## src/shared/usbi_regs.svh

```systemverilog
`ifndef USBI_REGS_SVH
`define USBI_REGS_SVH

// Register offsets, engine one
`define USBI_DEV1_IEN_OFS   16'hc08c
`define USBI_DEV1_ADDR_OFS  16'hc08e
`define USBI_DEV1_STAT_OFS  16'hc090

// Register offsets, engine two
`define USBI_DEV2_IEN_OFS   16'hc0ac
`define USBI_DEV2_ADDR_OFS  16'hc0ae
`define USBI_DEV2_STAT_OFS  16'hc0b0

// Bit positions shared by enable and status
`define USBI_VBUS_BIT       15
`define USBI_ID_BIT         14
`define USBI_SOF_BIT        9
`define USBI_RST_BIT        8
`define USBI_EP_MSB         7

// Implemented bits; engine two lacks the VBUS and ID positions
`define USBI_DEV1_MASK      16'hc3ff
`define USBI_DEV2_MASK      16'h03ff

// Address field
`define USBI_ADDR_MSB       6

// Reset values
`define USBI_IEN_RST        16'h0000
`define USBI_ADDR_RST       7'h00
`define USBI_STAT_RST       16'h0000

`endif

```

## src/shared/usbi_pkg.sv

```systemverilog
`default_nettype none

package usbi_pkg;

	// One register access from the processor or the parallel host port
	typedef struct packed {
		logic        wr;
		logic        rd;
		logic [15:0] addr;
		logic [15:0] wdata;
	} usbi_bus_req_t;

	// One finished transaction outcome for an endpoint
	typedef struct packed {
		logic       valid;
		logic [2:0] ep;
		logic       ack;
		logic       stall;
		logic       timeout;
		logic       in_err;
		logic       out_err;
		logic       nak;
	} usbi_ep_evt_t;

	// Decoded token address seen on the link
	typedef struct packed {
		logic       valid;
		logic [6:0] addr;
	} usbi_token_t;

	// Registers of one device engine
	typedef struct packed {
		logic [15:0] ien;
		logic [6:0]  addr;
		logic [15:0] flags;
	} usbi_eng_t;

	// Whole state of the top block
	typedef struct packed {
		usbi_eng_t [1:0] eng;
		logic [15:0]     cpu_rdata;
		logic [15:0]     hpi_rdata;
	} usbi_top_st_t;

	// State of the pin edge detector (two pins)
	typedef struct packed {
		logic [1:0][2:0] sh;
		logic [1:0]      lvl;
		logic [1:0]      fill;
		logic            primed;
		logic [1:0]      edge_p;
	} usbi_edge_st_t;

endpackage

`default_nettype wire

```

## src/usbi_pin_edge.sv

```systemverilog
`timescale 1ns/1ps
`default_nettype none

module usbi_pin_edge
(
	input  wire logic       sys_clk_i,
	input  wire logic       reset_i,
	input  wire logic [1:0] pin_i,
	output logic      [1:0] edge_o
);
	import usbi_pkg::*;

	usbi_edge_st_t q;
	usbi_edge_st_t d;

	// Three stage shift; a change counts once stages two and three agree
	always_comb
	begin
		d = q;
		d.edge_p = 2'h0;
		for (int i = 0; i < 2; i++)
		begin
			d.sh[i] = {q.sh[i][1:0], pin_i[i]};
			if (q.sh[i][2] == q.sh[i][1])
			begin
				d.lvl[i] = q.sh[i][2];
				// First settled level after reset is no edge
				d.edge_p[i] = q.primed & (q.lvl[i] != q.sh[i][2]);
			end
		end
		// Arm only once stage three holds a real pin sample, so the
		// cleared shift register never looks like a pin change
		if (q.fill != 2'h3)
			d.fill = q.fill + 2'h1;
		d.primed = (q.fill == 2'h3);
	end

	// State register
	always_ff @(posedge sys_clk_i or posedge reset_i)
	begin
		if (reset_i)
			q <= '0;
		else
			q <= d;
	end

	assign edge_o = q.edge_p;

endmodule // usbi_pin_edge

`default_nettype wire

```

## src/usbi_dev_irq.sv

```systemverilog
// What this block does
// - Enable bit 9 gates the SOF/EOP received interrupt.
// - Enable bit 8 gates the USB reset detected interrupt.
// - Enable bits 7..0 gate transaction-done of the same endpoint.
// - ACK, STALL, timeout, IN or OUT error raise endpoint done.
// - NAK raises endpoint done when that endpoint's NAK enable is set.
// - Address register holds device address in bits 6..0, write-only.
// - Device address resets to zero.
// - Only traffic to the programmed address is answered.
// - Writing one clears a status flag; zero leaves it.
// - Status is read and cleared from processor and parallel host port.
// - Status bit 15 sets on each VBUS 4.4V crossing, engine one.
// - Status bit 14 sets on each OTG ID edge, engine one.
// - VBUS and ID bits exist only in engine one.
// - Each engine has its own address register, 0xC08E and 0xC0AE.
// - Status holds SOF bit 9, reset bit 8, endpoint done bits 7..0.
// - Enable bits 15 and 14 gate VBUS and ID interrupts, engine one.
`timescale 1ns/1ps
`default_nettype none
`include "usbi_regs.svh"

module usbi_dev_irq
(
	input  wire logic                           sys_clk_i,
	input  wire logic                           reset_i,
	// Processor register port
	input  wire usbi_pkg::usbi_bus_req_t        cpu_req_i,
	output logic                         [15:0] cpu_rdata_o,
	// Parallel host port register port
	input  wire usbi_pkg::usbi_bus_req_t        hpi_req_i,
	output logic                         [15:0] hpi_rdata_o,
	// Engine events, index 0 is engine one
	input  wire logic                    [1:0]  sof_eop_rx_i,
	input  wire logic                    [1:0]  usb_reset_det_i,
	input  wire usbi_pkg::usbi_ep_evt_t  [1:0]  ep_evt_i,
	input  wire logic               [1:0][7:0]  nak_irq_en_i,
	// Token address filter
	input  wire usbi_pkg::usbi_token_t   [1:0]  token_i,
	output logic                         [1:0]  pkt_accept_o,
	output logic                    [1:0][6:0]  dev_addr_o,
	// OTG pins of port A, engine one only
	input  wire logic                           vbus_44_i,
	input  wire logic                           otg_id_i,
	// Interrupt requests
	output logic                         [1:0]  irq_o
);
	import usbi_pkg::*;

	usbi_top_st_t q;
	usbi_top_st_t d;

	logic [1:0]       pin_edge;
	logic [1:0][15:0] set_v;
	logic [1:0][15:0] clr_v;
	logic             ep_done;

	// True when a bus request addresses the given offset
	function automatic logic hit(input usbi_bus_req_t r,
		input logic [15:0] ofs);
		hit = (r.addr == ofs);
	endfunction

	// Offsets of an engine's registers, kind 0 enable, 1 address, 2 status
	function automatic logic [15:0] reg_ofs(input int e, input int kind);
		reg_ofs = 16'h0000;
		if (e == 0)
		begin
			if (kind == 0)
				reg_ofs = `USBI_DEV1_IEN_OFS;
			else if (kind == 1)
				reg_ofs = `USBI_DEV1_ADDR_OFS;
			else
				reg_ofs = `USBI_DEV1_STAT_OFS;
		end
		else
		begin
			if (kind == 0)
				reg_ofs = `USBI_DEV2_IEN_OFS;
			else if (kind == 1)
				reg_ofs = `USBI_DEV2_ADDR_OFS;
			else
				reg_ofs = `USBI_DEV2_STAT_OFS;
		end
	endfunction

	// Implemented bits of an engine
	function automatic logic [15:0] eng_mask(input int e);
		if (e == 0)
			eng_mask = `USBI_DEV1_MASK;
		else
			eng_mask = `USBI_DEV2_MASK;
	endfunction

	// Read data for one request; address registers read as zero
	function automatic logic [15:0] rd_val(input usbi_bus_req_t r,
		input usbi_top_st_t s);
		rd_val = 16'h0000;
		if (hit(r, reg_ofs(0, 0)))
			rd_val = s.eng[0].ien;
		else if (hit(r, reg_ofs(0, 2)))
			rd_val = s.eng[0].flags;
		else if (hit(r, reg_ofs(1, 0)))
			rd_val = s.eng[1].ien;
		else if (hit(r, reg_ofs(1, 2)))
			rd_val = s.eng[1].flags;
	endfunction

	// Write-one-to-clear mask from one port for one engine
	function automatic logic [15:0] clr_of(input usbi_bus_req_t r,
		input int e);
		clr_of = 16'h0000;
		if (r.wr && hit(r, reg_ofs(e, 2)))
			clr_of = r.wdata;
	endfunction

	// VBUS and ID pins are synchronised and turned into edge pulses
	usbi_pin_edge u_pin_edge
	(
		.sys_clk_i (sys_clk_i),
		.reset_i   (reset_i),
		.pin_i     ({otg_id_i, vbus_44_i}),
		.edge_o    (pin_edge)
	);

	// Next state of both engines and of the read data
	always_comb
	begin
		d = q;
		set_v = '0;
		clr_v = '0;
		ep_done = 1'b0;
		for (int e = 0; e < 2; e++)
		begin
			// Event sources into flag set vector
			set_v[e][`USBI_SOF_BIT] = sof_eop_rx_i[e];
			set_v[e][`USBI_RST_BIT] = usb_reset_det_i[e];
			ep_done = ep_evt_i[e].ack | ep_evt_i[e].stall
				| ep_evt_i[e].timeout | ep_evt_i[e].in_err
				| ep_evt_i[e].out_err;
			if (ep_evt_i[e].nak && nak_irq_en_i[e][ep_evt_i[e].ep])
				ep_done = 1'b1;
			if (ep_evt_i[e].valid && ep_done)
				set_v[e][ep_evt_i[e].ep] = 1'b1;
			if (e == 0)
			begin
				set_v[e][`USBI_VBUS_BIT] = pin_edge[0];
				set_v[e][`USBI_ID_BIT] = pin_edge[1];
			end

			// Clears from both ports; a new event wins over a clear
			clr_v[e] = clr_of(cpu_req_i, e) | clr_of(hpi_req_i, e);
			d.eng[e].flags = ((q.eng[e].flags & ~clr_v[e]) | set_v[e])
				& eng_mask(e);

			// Enable writes; processor wins when both ports write
			if (cpu_req_i.wr && hit(cpu_req_i, reg_ofs(e, 0)))
				d.eng[e].ien = cpu_req_i.wdata & eng_mask(e);
			else if (hpi_req_i.wr && hit(hpi_req_i, reg_ofs(e, 0)))
				d.eng[e].ien = hpi_req_i.wdata & eng_mask(e);

			// Device address writes, low seven bits kept
			if (cpu_req_i.wr && hit(cpu_req_i, reg_ofs(e, 1)))
				d.eng[e].addr = cpu_req_i.wdata[`USBI_ADDR_MSB:0];
			else if (hpi_req_i.wr && hit(hpi_req_i, reg_ofs(e, 1)))
				d.eng[e].addr = hpi_req_i.wdata[`USBI_ADDR_MSB:0];
		end

		// Read data registered on each read strobe and then held
		if (cpu_req_i.rd)
			d.cpu_rdata = rd_val(cpu_req_i, q);
		if (hpi_req_i.rd)
			d.hpi_rdata = rd_val(hpi_req_i, q);
	end

	// State register with reset values
	always_ff @(posedge sys_clk_i or posedge reset_i)
	begin
		if (reset_i)
		begin
			for (int e = 0; e < 2; e++)
			begin
				q.eng[e].ien <= `USBI_IEN_RST;
				q.eng[e].addr <= `USBI_ADDR_RST;
				q.eng[e].flags <= `USBI_STAT_RST;
			end
			q.cpu_rdata <= 16'h0000;
			q.hpi_rdata <= 16'h0000;
		end
		else
			q <= d;
	end

	// Interrupt request, address filter and register outputs
	always_comb
	begin
		for (int e = 0; e < 2; e++)
		begin
			// Enable bits 15,14,9,8,7..0 gate the matching flags
			irq_o[e] = |(q.eng[e].flags & q.eng[e].ien);
			pkt_accept_o[e] = token_i[e].valid
				&& (token_i[e].addr == q.eng[e].addr);
			dev_addr_o[e] = q.eng[e].addr;
		end
	end

	assign cpu_rdata_o = q.cpu_rdata;
	assign hpi_rdata_o = q.hpi_rdata;

endmodule // usbi_dev_irq

`default_nettype wire

```

## config.mk

```make
export PLATFORM = sky130hd
export DESIGN_NAME = usbi_dev_irq
export DESIGN_NICKNAME = d
export VERILOG_FILES = /design/src/shared/usbi_pkg.sv /design/src/usbi_pin_edge.sv /design/src/usbi_dev_irq.sv
export VERILOG_INCLUDE_DIRS = /design/src /design/src/shared
export SDC_FILE = /design/constraint.sdc
export NUM_CORES = 1
export LEC_CHECK = 0
export BUFFER_PORTS_ARGS = -buffer_cell sky130_fd_sc_hd__buf_2
export CAP_MARGIN = 20
export CORE_MARGIN = 1
export CORE_UTILIZATION = 50
export CTS_BUF_LIST = sky130_fd_sc_hd__clkbuf_2
export DETAILED_ROUTE_END_ITERATION = 8
export MAX_ROUTING_LAYER = met4
export PLACE_DENSITY = 0.78
export SLEW_MARGIN = 20
export SYNTH_ARGS = -nofsm -noshare
export SYNTH_HDL_FRONTEND = slang
export SYNTH_HIERARCHICAL = 1
export SYNTH_SLANG_ARGS = --single-unit
```

## constraint.sdc

```tcl
create_clock -name sys_clk_i -period 4.2 [get_ports sys_clk_i]
set_clock_uncertainty 0.15 [all_clocks]
set_input_delay 1.05 -clock sys_clk_i [delete_from_list [all_inputs] [get_ports sys_clk_i]]
set_output_delay 1.05 -clock sys_clk_i [all_outputs]
set_load 0.03 [all_outputs]
```

==> results of run 1 <==
## area by class of cell
type	instances	area (sq um)
flip-flops and latches	95	2380
inverters	19	71.3
repair buffers	166	856
multi-input cells	387	2790
well taps	140	175
diodes	1	2.50
fillers	964	4550
clock inverters	6	115
clock buffers	10	50.0
## path summary, 6_finish.rpt
check,cells after the start,start,slack (ps),to
setup / recovery,4,q[75]$_DFF_PP0_,1030,irq_o[1]
hold / removal,0,u_pin_edge/d[8]$_DFF_PP0_,240,u_pin_edge/d[9]$_DFF_PP0_
setup reg to reg,4,q[72]$_DFF_PP0_,2870,hpi_rdata_o[1]$_DFFE_PP0P_
hold reg to reg,0,u_pin_edge/d[8]$_DFF_PP0_,240,u_pin_edge/d[9]$_DFF_PP0_
max in group asynchronous,3,reset_i,2670,q[32]$_DFF_PP0_
min in group asynchronous,2,reset_i,310,u_pin_edge/d[8]$_DFF_PP0_
## sequential cells by signal, summed over array words and instances, names as in the netlist
name and flops:
hpi_rdata_o 12, u_pin_edge/d 4, dev_addr_o 14, u_pin_edge/q 7, q 44, u_pin_edge/edge_o 2
cpu_rdata_o 12
## synthesized netlist by cell type, types with 3 or more instances
| cell | count | area share |
|---|---|---|
| a21o_1 | 7 | 0.0092 |
| a21oi_1 | 38 | 0.033 |
| a221oi_1 | 4 | 0.0061 |
| a22o_1 | 10 | 0.015 |
| a22oi_1 | 55 | 0.072 |
| a2bb2o_1 | 3 | 0.0053 |
| a32o_1 | 3 | 0.0053 |
| and3_1 | 3 | 0.0033 |
| buf_2 | 6 | 0.0053 |
| buf_4 | 51 | 0.067 |
| clkbuf_1 | 14 | 0.0092 |
| dfrtp_1 | 95 | 0.42 |
| inv_1 | 19 | 0.012 |
| mux2_2 | 10 | 0.020 |
| mux2i_1 | 47 | 0.082 |
| nand2_1 | 14 | 0.0092 |
| nand3_1 | 7 | 0.0061 |
| nand3b_1 | 5 | 0.0066 |
| nand4_1 | 6 | 0.0066 |
| nand4b_1 | 4 | 0.0061 |
| nor2_1 | 43 | 0.028 |
| nor2b_1 | 5 | 0.0055 |
| nor3_2 | 4 | 0.0070 |
| o21ai_0 | 33 | 0.029 |
| o22ai_1 | 11 | 0.012 |
| o2bb2ai_1 | 5 | 0.0077 |
| or3_1 | 3 | 0.0033 |
| xnor2_1 | 15 | 0.023 |
## metal layers
layer | wire (microns) | part of all wire | vias up | GRT usage
met5 | 0 | 0 | - | -
met4 | 285 | 0.019 | 0 | 0.0811
met3 | 995 | 0.065 | 23 | 0.0442
met2 | 7380 | 0.48 | 212 | 0.443
met1 | 6620 | 0.43 | 2367 | 0.366
li1 | - | - | 2277 | -
## cell families after synthesis
group | Yosys count | share of synthesized area
AO/OA/AOI/OAI | 179 | 0.211
AND/OR/NAND/NOR | 122 | 0.130
flip-flops | 95 | 0.416
buffers and inverters | 94 | 0.101
multiplexers | 60 | 0.113
XOR/XNOR | 15 | 0.0230
adder cells (fa/ha/maj) | 3 | 0.00614
other | 1 | 0.000657
## per-stage QoR
step	util	area (sq um)	hold WS (ps)
after floorplan	-	5740	181
after global placement	0.571	6270	182
after detailed placement	0.571	6270	185
after CTS	0.586	6430	241
after global routing	0.586	6430	257
final	0.586	6440	237
## worst reg2reg max path, stage by stage (launching register included)
cell,delay (ps)
dfrtp_1,520
mux2i_1,150
o21ai_0,90
a22oi_1,190
o22ai_1,110
## power by group through the flow
stage                     clock network [mW]  registers (mW)  logic, mW
after floorplan                            0           0.957      0.107
after global placement                     0           0.962      0.190
after detailed placement                   0           0.963      0.198
after CTS                              0.587           0.948      0.198
after global routing                   0.624           0.951      0.217
final                                  0.577           0.949      0.199
==> flow_metrics.py, run 1 <==
metrics = {
    "clocking": {
        "postCtsSetupBuffers": 0,
        "hold_buffers": 0,
        "cts_buffers": 9,
        "root_buffer": "clkbuf_2",
        "insertion_delay_ps": 570,
        "htree_levels": 3,
        "cts_tree": "done",
        "cts_resized": 0,
        "clockBufferDepth": 2,
        "cts.sinks": 95,
        "clkTransAtPathRegs_ps": 290,
    },
    "pwr": {
        "p_sw_frac": 0.259,
        "pwr-share-clk": 0.335,
        "seq_power_share": 0.550,
        "switchingPower_uw": 446,
        "power.density_nw_per_um2": 268,
        "finalPower_mw": 1.72,
        "pwr-share-comb": 0.115,
        "leakage_nw": 2.97,
        "p_int_mw": 1.28,
        "ir_worst_vdd_mv": 0.161,
    },
    "floorplan": {
        "fp.dieH_microns": 109,
        "die_width_microns": 109,
        "start_util": 0.520,
        "dieArea_sq_um": 11800,
        "row_count": 38,
        "fp.coreArea_sq_um": 11000,
        "io_pins": 178,
    },
    "placed_design": {
        "dp_hpwl_microns": 11900,
        "gp_congestion": 0.915,
        "dp.cells": 807,
        "dp_slack_ps": 835,
        "port_buffers": 161,
    },
    "setup_path": {
        "cp-start-kind": "flip-flop",
        "path_max_fanout": 4,
        "cp_slowest_cell": "dfrtp_1",
        "critPathKind": "reg2out",
        "max_stage_delay_ps": 510,
        "crit_buf_inv": 1,
        "cp-end-kind": "primary output",
        "cp.required_ps": 3000,
        "critical_path_arrival_ps": 1970,
        "crit_family": "flip-flops",
        "worstPathCellList": "a22o_1 -> a221oi_1 -> nand4_1 -> buf_2",
    },
    "logic_synthesis": {
        "yosysUniqueCellTypes": 63,
        "syn_area_per_cell_sq_um": 10.0,
        "synthCells": 569,
        "synth_seq_area_share": 0.416,
        "synth_edf_count": 0,
        "async_reset_ff_frac": 1.00,
        "synth_warnings": 6,
        "ys_seq_elements": 95,
        "synthFlopType": "dfrtp_1",
        "syn-cell-area_sq_um": 5710,
    },
    "timing": {
        "fin_crit_ps": 3170,
        "rsz0062_at_grt": "no",
        "max-slew-margin-rel": 0.394,
        "finalCritPeriodShare": 0.754,
        "setup_viol": 0,
        "finalSetupTns_ps": 0,
        "fmax_ghz": 0.316,
        "hold_viol": 0,
        "worstMarginPinSlew_ps": 907,
        "fin_ws_ps": 1030,
        "drv_slew": 0,
    },
    "drt": {
        "first_pass_iters": 6,
        "vias_per_cell": 5.92,
        "routedWlPerCell_microns": 18.5,
        "drc": 0,
        "first_iter_violations": 345,
        "num_vias": 4879,
        "wirelength_microns": 15300,
        "drtAntennaViolNets": 0,
    },
    "outcome": {
        "status": "finished clean",
    },
    "global_route": {
        "grt_pass1_vias": 4812,
        "track_usage": 0.278,
        "grt_pass1_wl_microns": 24400,
        "antenna_found_initial": 0,
        "grt_max_degree": 44,
        "grt_overflow": 0,
    },
    "finish": {
        "drive_above_1_share": 0.315,
        "finalNonFillerCells": 824,
        "area_delta_synth_final_pct": 12.7,
        "fin_nets": 807,
        "final_cell_mix": "buf_2, dfrtp_1, a22oi_1, mux2i_1, nor2_1",
        "final_common_cell": "buf_2",
    },
    "hold_path": {
        "hold_path_class": "reg2reg",
    },
    "flow_run": {
        "max_cap_viol_count": 0,
    },
}
Power figures use the tool's default switching activity.
==> inputs of run 2 (changes only) <==
Settings changed: ABC_AREA set to 1, CORE_UTILIZATION 50 to 49, PLACE_DENSITY 0.78 to 0.79.
Clock period 4.2 ns to 2.6 ns, I/O delays scaled along.
==> run 2 against run 1 <==
  * Count of clock-buffer cells in the layout fell by 1
  * Core utilization grew 0.88 points
  * Worst hold slack got worse by 150 ps
  * Area after synthesis rose by 8.7%
  * Die area grew 11%
  * Critical path depth rose by 1
  * Synthesized cell count increased by 58%
  * Global-route usage is 0.91 points higher
  * Sequential power rose by 62%
  * Register-to-register slack worse by 1500 ps
  * Sequential share of layout area decreased by 4.0 points
  * Wire length grew 15%
==> flow_metrics.py, run 2 <==
metrics = {
    "finish": {
        "drive_above_1_share": 0.244,
        "stdcell_area_sq_um": 7230,
        "nFillCells": 1191,
        "largest_register": "q",
        "finalNonFillerCells": 1215,
        "fin_nets": 1172,
        "final_core_util": 0.595,
        "largest_reg_flops": 44,
        "area_delta_synth_final_pct": 16.6,
        "antenna_cells": 0,
        "final_cell_mix": "nand2_1, buf_2, nand3_1, dfrtp_1, inv_1",
        "final_common_cell": "nand2_1",
    },
    "timing": {
        "fin_ws_ps": 1.76,
        "fin_crit_ps": 2600,
        "fin_hold_ws_ps": 88.5,
        "drv_slew": 0,
        "worstMarginPinSlew_ps": 553,
        "setup_viol": 0,
        "max-slew-margin-rel": 0.630,
        "finalCritPeriodShare": 0.999,
        "finalSetupTns_ps": 0,
        "fmax_ghz": 0.385,
        "rsz0062_at_grt": "yes",
        "hold_viol": 0,
    },
    "floorplan": {
        "row_count": 40,
        "start_util": 0.510,
        "io_pins": 178,
        "fp.coreArea_sq_um": 12200,
        "fp.dieH_microns": 115,
        "dieArea_sq_um": 13100,
        "die_width_microns": 115,
    },
    "placed_design": {
        "dp.cells": 1175,
        "dp_hpwl_microns": 13000,
        "port_buffers": 161,
        "dp_slack_ps": 316,
        "gp_congestion": 0.976,
        "dpl_cell_area_sq_um": 6890,
    },
    "setup_path": {
        "path_max_fanout": 4,
        "critical_path_arrival_ps": 1800,
        "cp-end-kind": "primary output",
        "cp-start-kind": "flip-flop",
        "critPathLaunch": "q[75]$_DFF_PP0_",
        "r2r-start": "q[78]$_DFF_PP0_",
        "critPathKind": "reg2out",
        "cp.required_ps": 1800,
    },
    "drt": {
        "num_vias": 6502,
        "wirelength_microns": 17600,
        "first_pass_iters": 8,
        "routedWlPerCell_microns": 14.5,
        "drc": 0,
        "first_iter_violations": 629,
        "drtAntennaViolNets": 0,
        "vias_per_cell": 5.35,
    },
    "global_route": {
        "grt_pass1_vias": 5815,
        "grt_pass1_wl_microns": 28100,
        "track_usage": 0.287,
        "grt_max_degree": 50,
        "antenna_found_initial": 0,
        "grt_overflow": 0,
    },
    "logic_synthesis": {
        "synthAdderAreaFrac": 0.00202,
        "synth_compound_area_frac": 0.0665,
        "yosys.area.top_type": "dfrtp_1",
        "synth_seq_area_share": 0.383,
        "synthFlopType": "dfrtp_1",
        "synthCells": 899,
        "synthSimpleGateAreaFrac": 0.407,
        "ys_seq_elements": 95,
        "syn-cell-area_sq_um": 6210,
        "yosysUniqueCellTypes": 39,
        "synth_common_cells": "nand2_1, nand3_1, dfrtp_1",
        "async_reset_ff_frac": 1.00,
        "synth_warnings": 6,
        "muxShareOfSynthArea": 0,
        "synthXorXnorAreaFrac": 0.0141,
        "synth_most_common_cell": "nand2_1",
        "ys_top_cells_by_area": "dfrtp_1, nand2_1, nand3_1",
        "synth_top_cell_area_share": 0.383,
        "syn_area_per_cell_sq_um": 6.90,
        "synth_top_family_by_area": "simple AND/OR/NAND/NOR gates",
        "synth_edf_count": 0,
    },
    "hold_path": {
        "holdCritStartpoint": "sof_eop_rx_i[0]",
        "hold_path_class": "in2reg",
    },
    "clocking": {
        "cts.sinks": 95,
        "clockBufferDepth": 2,
        "clkTransAtPathRegs_ps": 240,
        "insertion_delay_ps": 600,
        "cts_tree": "done",
        "root_buffer": "clkbuf_2",
        "cts_buffers": 9,
        "htree_levels": 3,
    },
    "pwr": {
        "power.density_nw_per_um2": 348,
        "finalPower_mw": 2.52,
        "leakage_nw": 3.98,
        "ir_worst_vdd_mv": 0.192,
    },
    "outcome": {
        "status": "finished clean",
    },
    "flow_run": {
        "max_cap_viol_count": 0,
    },
}
-- run 2: cell types whose count changed in the layout (fill, tap and decap cells not counted), moves of 18 or more --
cell,previous run,this run
a22oi_1,55,0
inv_1,18,64
mux2i_1,47,0
buf_4,4,41
a21oi_1,38,3
nand3_1,7,124
nand2_1,14,340
nand4_1,6,24
-- run 2: area by class of cell --
| cell class | instances | area, sq um | area share |
|---|---|---|---|
| inverters | 71 | 270 | 0.0374 |
| multi-input cells | 661 | 3110 | 0.430 |
| clock buffers | 9 | 45.0 | 0.00623 |
| repair buffers | 205 | 1180 | 0.163 |
| well taps | 168 | 210 | 0.0291 |
| clock inverters | 6 | 37.5 | 0.00519 |
| flip-flops and latches | 95 | 2380 | 0.329 |
-- run 2: where the power goes --
part	internal [mW]	switching, mW	leakage [nW]	total (mW)
Combinational	0.137	0.219	2.78	0.355
Sequential	1.51	0.0311	1.15	1.54
Clock	0.117	0.504	0.0516	0.621
Total	1.76	0.754	3.98	2.52
-- run 2: what timing repair did --
action | 4_1_cts | 5_1_grt
hold endpoints to repair | 36 | 0
endpoints found under the setup margin | 3 | 4
hold buffers | 3 | 0
pin swaps | 3 | 9
gates resized for setup | 13 | 10
buffers inserted | 15 | 7
-- run 2: per-layer routing --
layer  routed length (microns)  up-vias  part of all wire  global-route usage
met2                      7810      386              0.44               0.434
met5                         0        -                 0                   -
li1                          -     3151                 -                   -
met3                      1700       49             0.097              0.0471
met4                       571        0             0.033               0.121
met1                      7480     2916              0.43               0.381
-- run 2: worst paths after layout --
kind | end | slack [ps] | cells after the start
max | irq_o[1] | 2 | 5
max reg2reg | cpu_rdata_o[7]$_DFFE_PP0P_ | 1360 | 5
min | q[41]$_DFF_PP0_ | 90 | 3
max in group asynchronous | q[80]$_DFF_PP0_ | 1190 | 4
min reg2reg | u_pin_edge/d[9]$_DFF_PP0_ | 240 | 0
min in group asynchronous | u_pin_edge/d[8]$_DFF_PP0_ | 450 | 3
-- run 2: critical path: stages (launching register included) --
cell	delay, ps
dfrtp_1	530
nand2_1	120
inv_1	50
nor4_2	230
nand2_1	120
buf_6	160
-- run 2: kinds of logic (layout without fill, tap and decap cells) --
| family | count (synthesis) | after routing |
|---|---|---|
| compound gates | 71 | 71 |
| xor+xnor | 10 | 10 |
| fa+ha+maj | 1 | 1 |
| buf+inv | 150 | 291 |
| flops | 95 | 95 |
| other cells | 1 | 8 |
| simple gates | 571 | 571 |
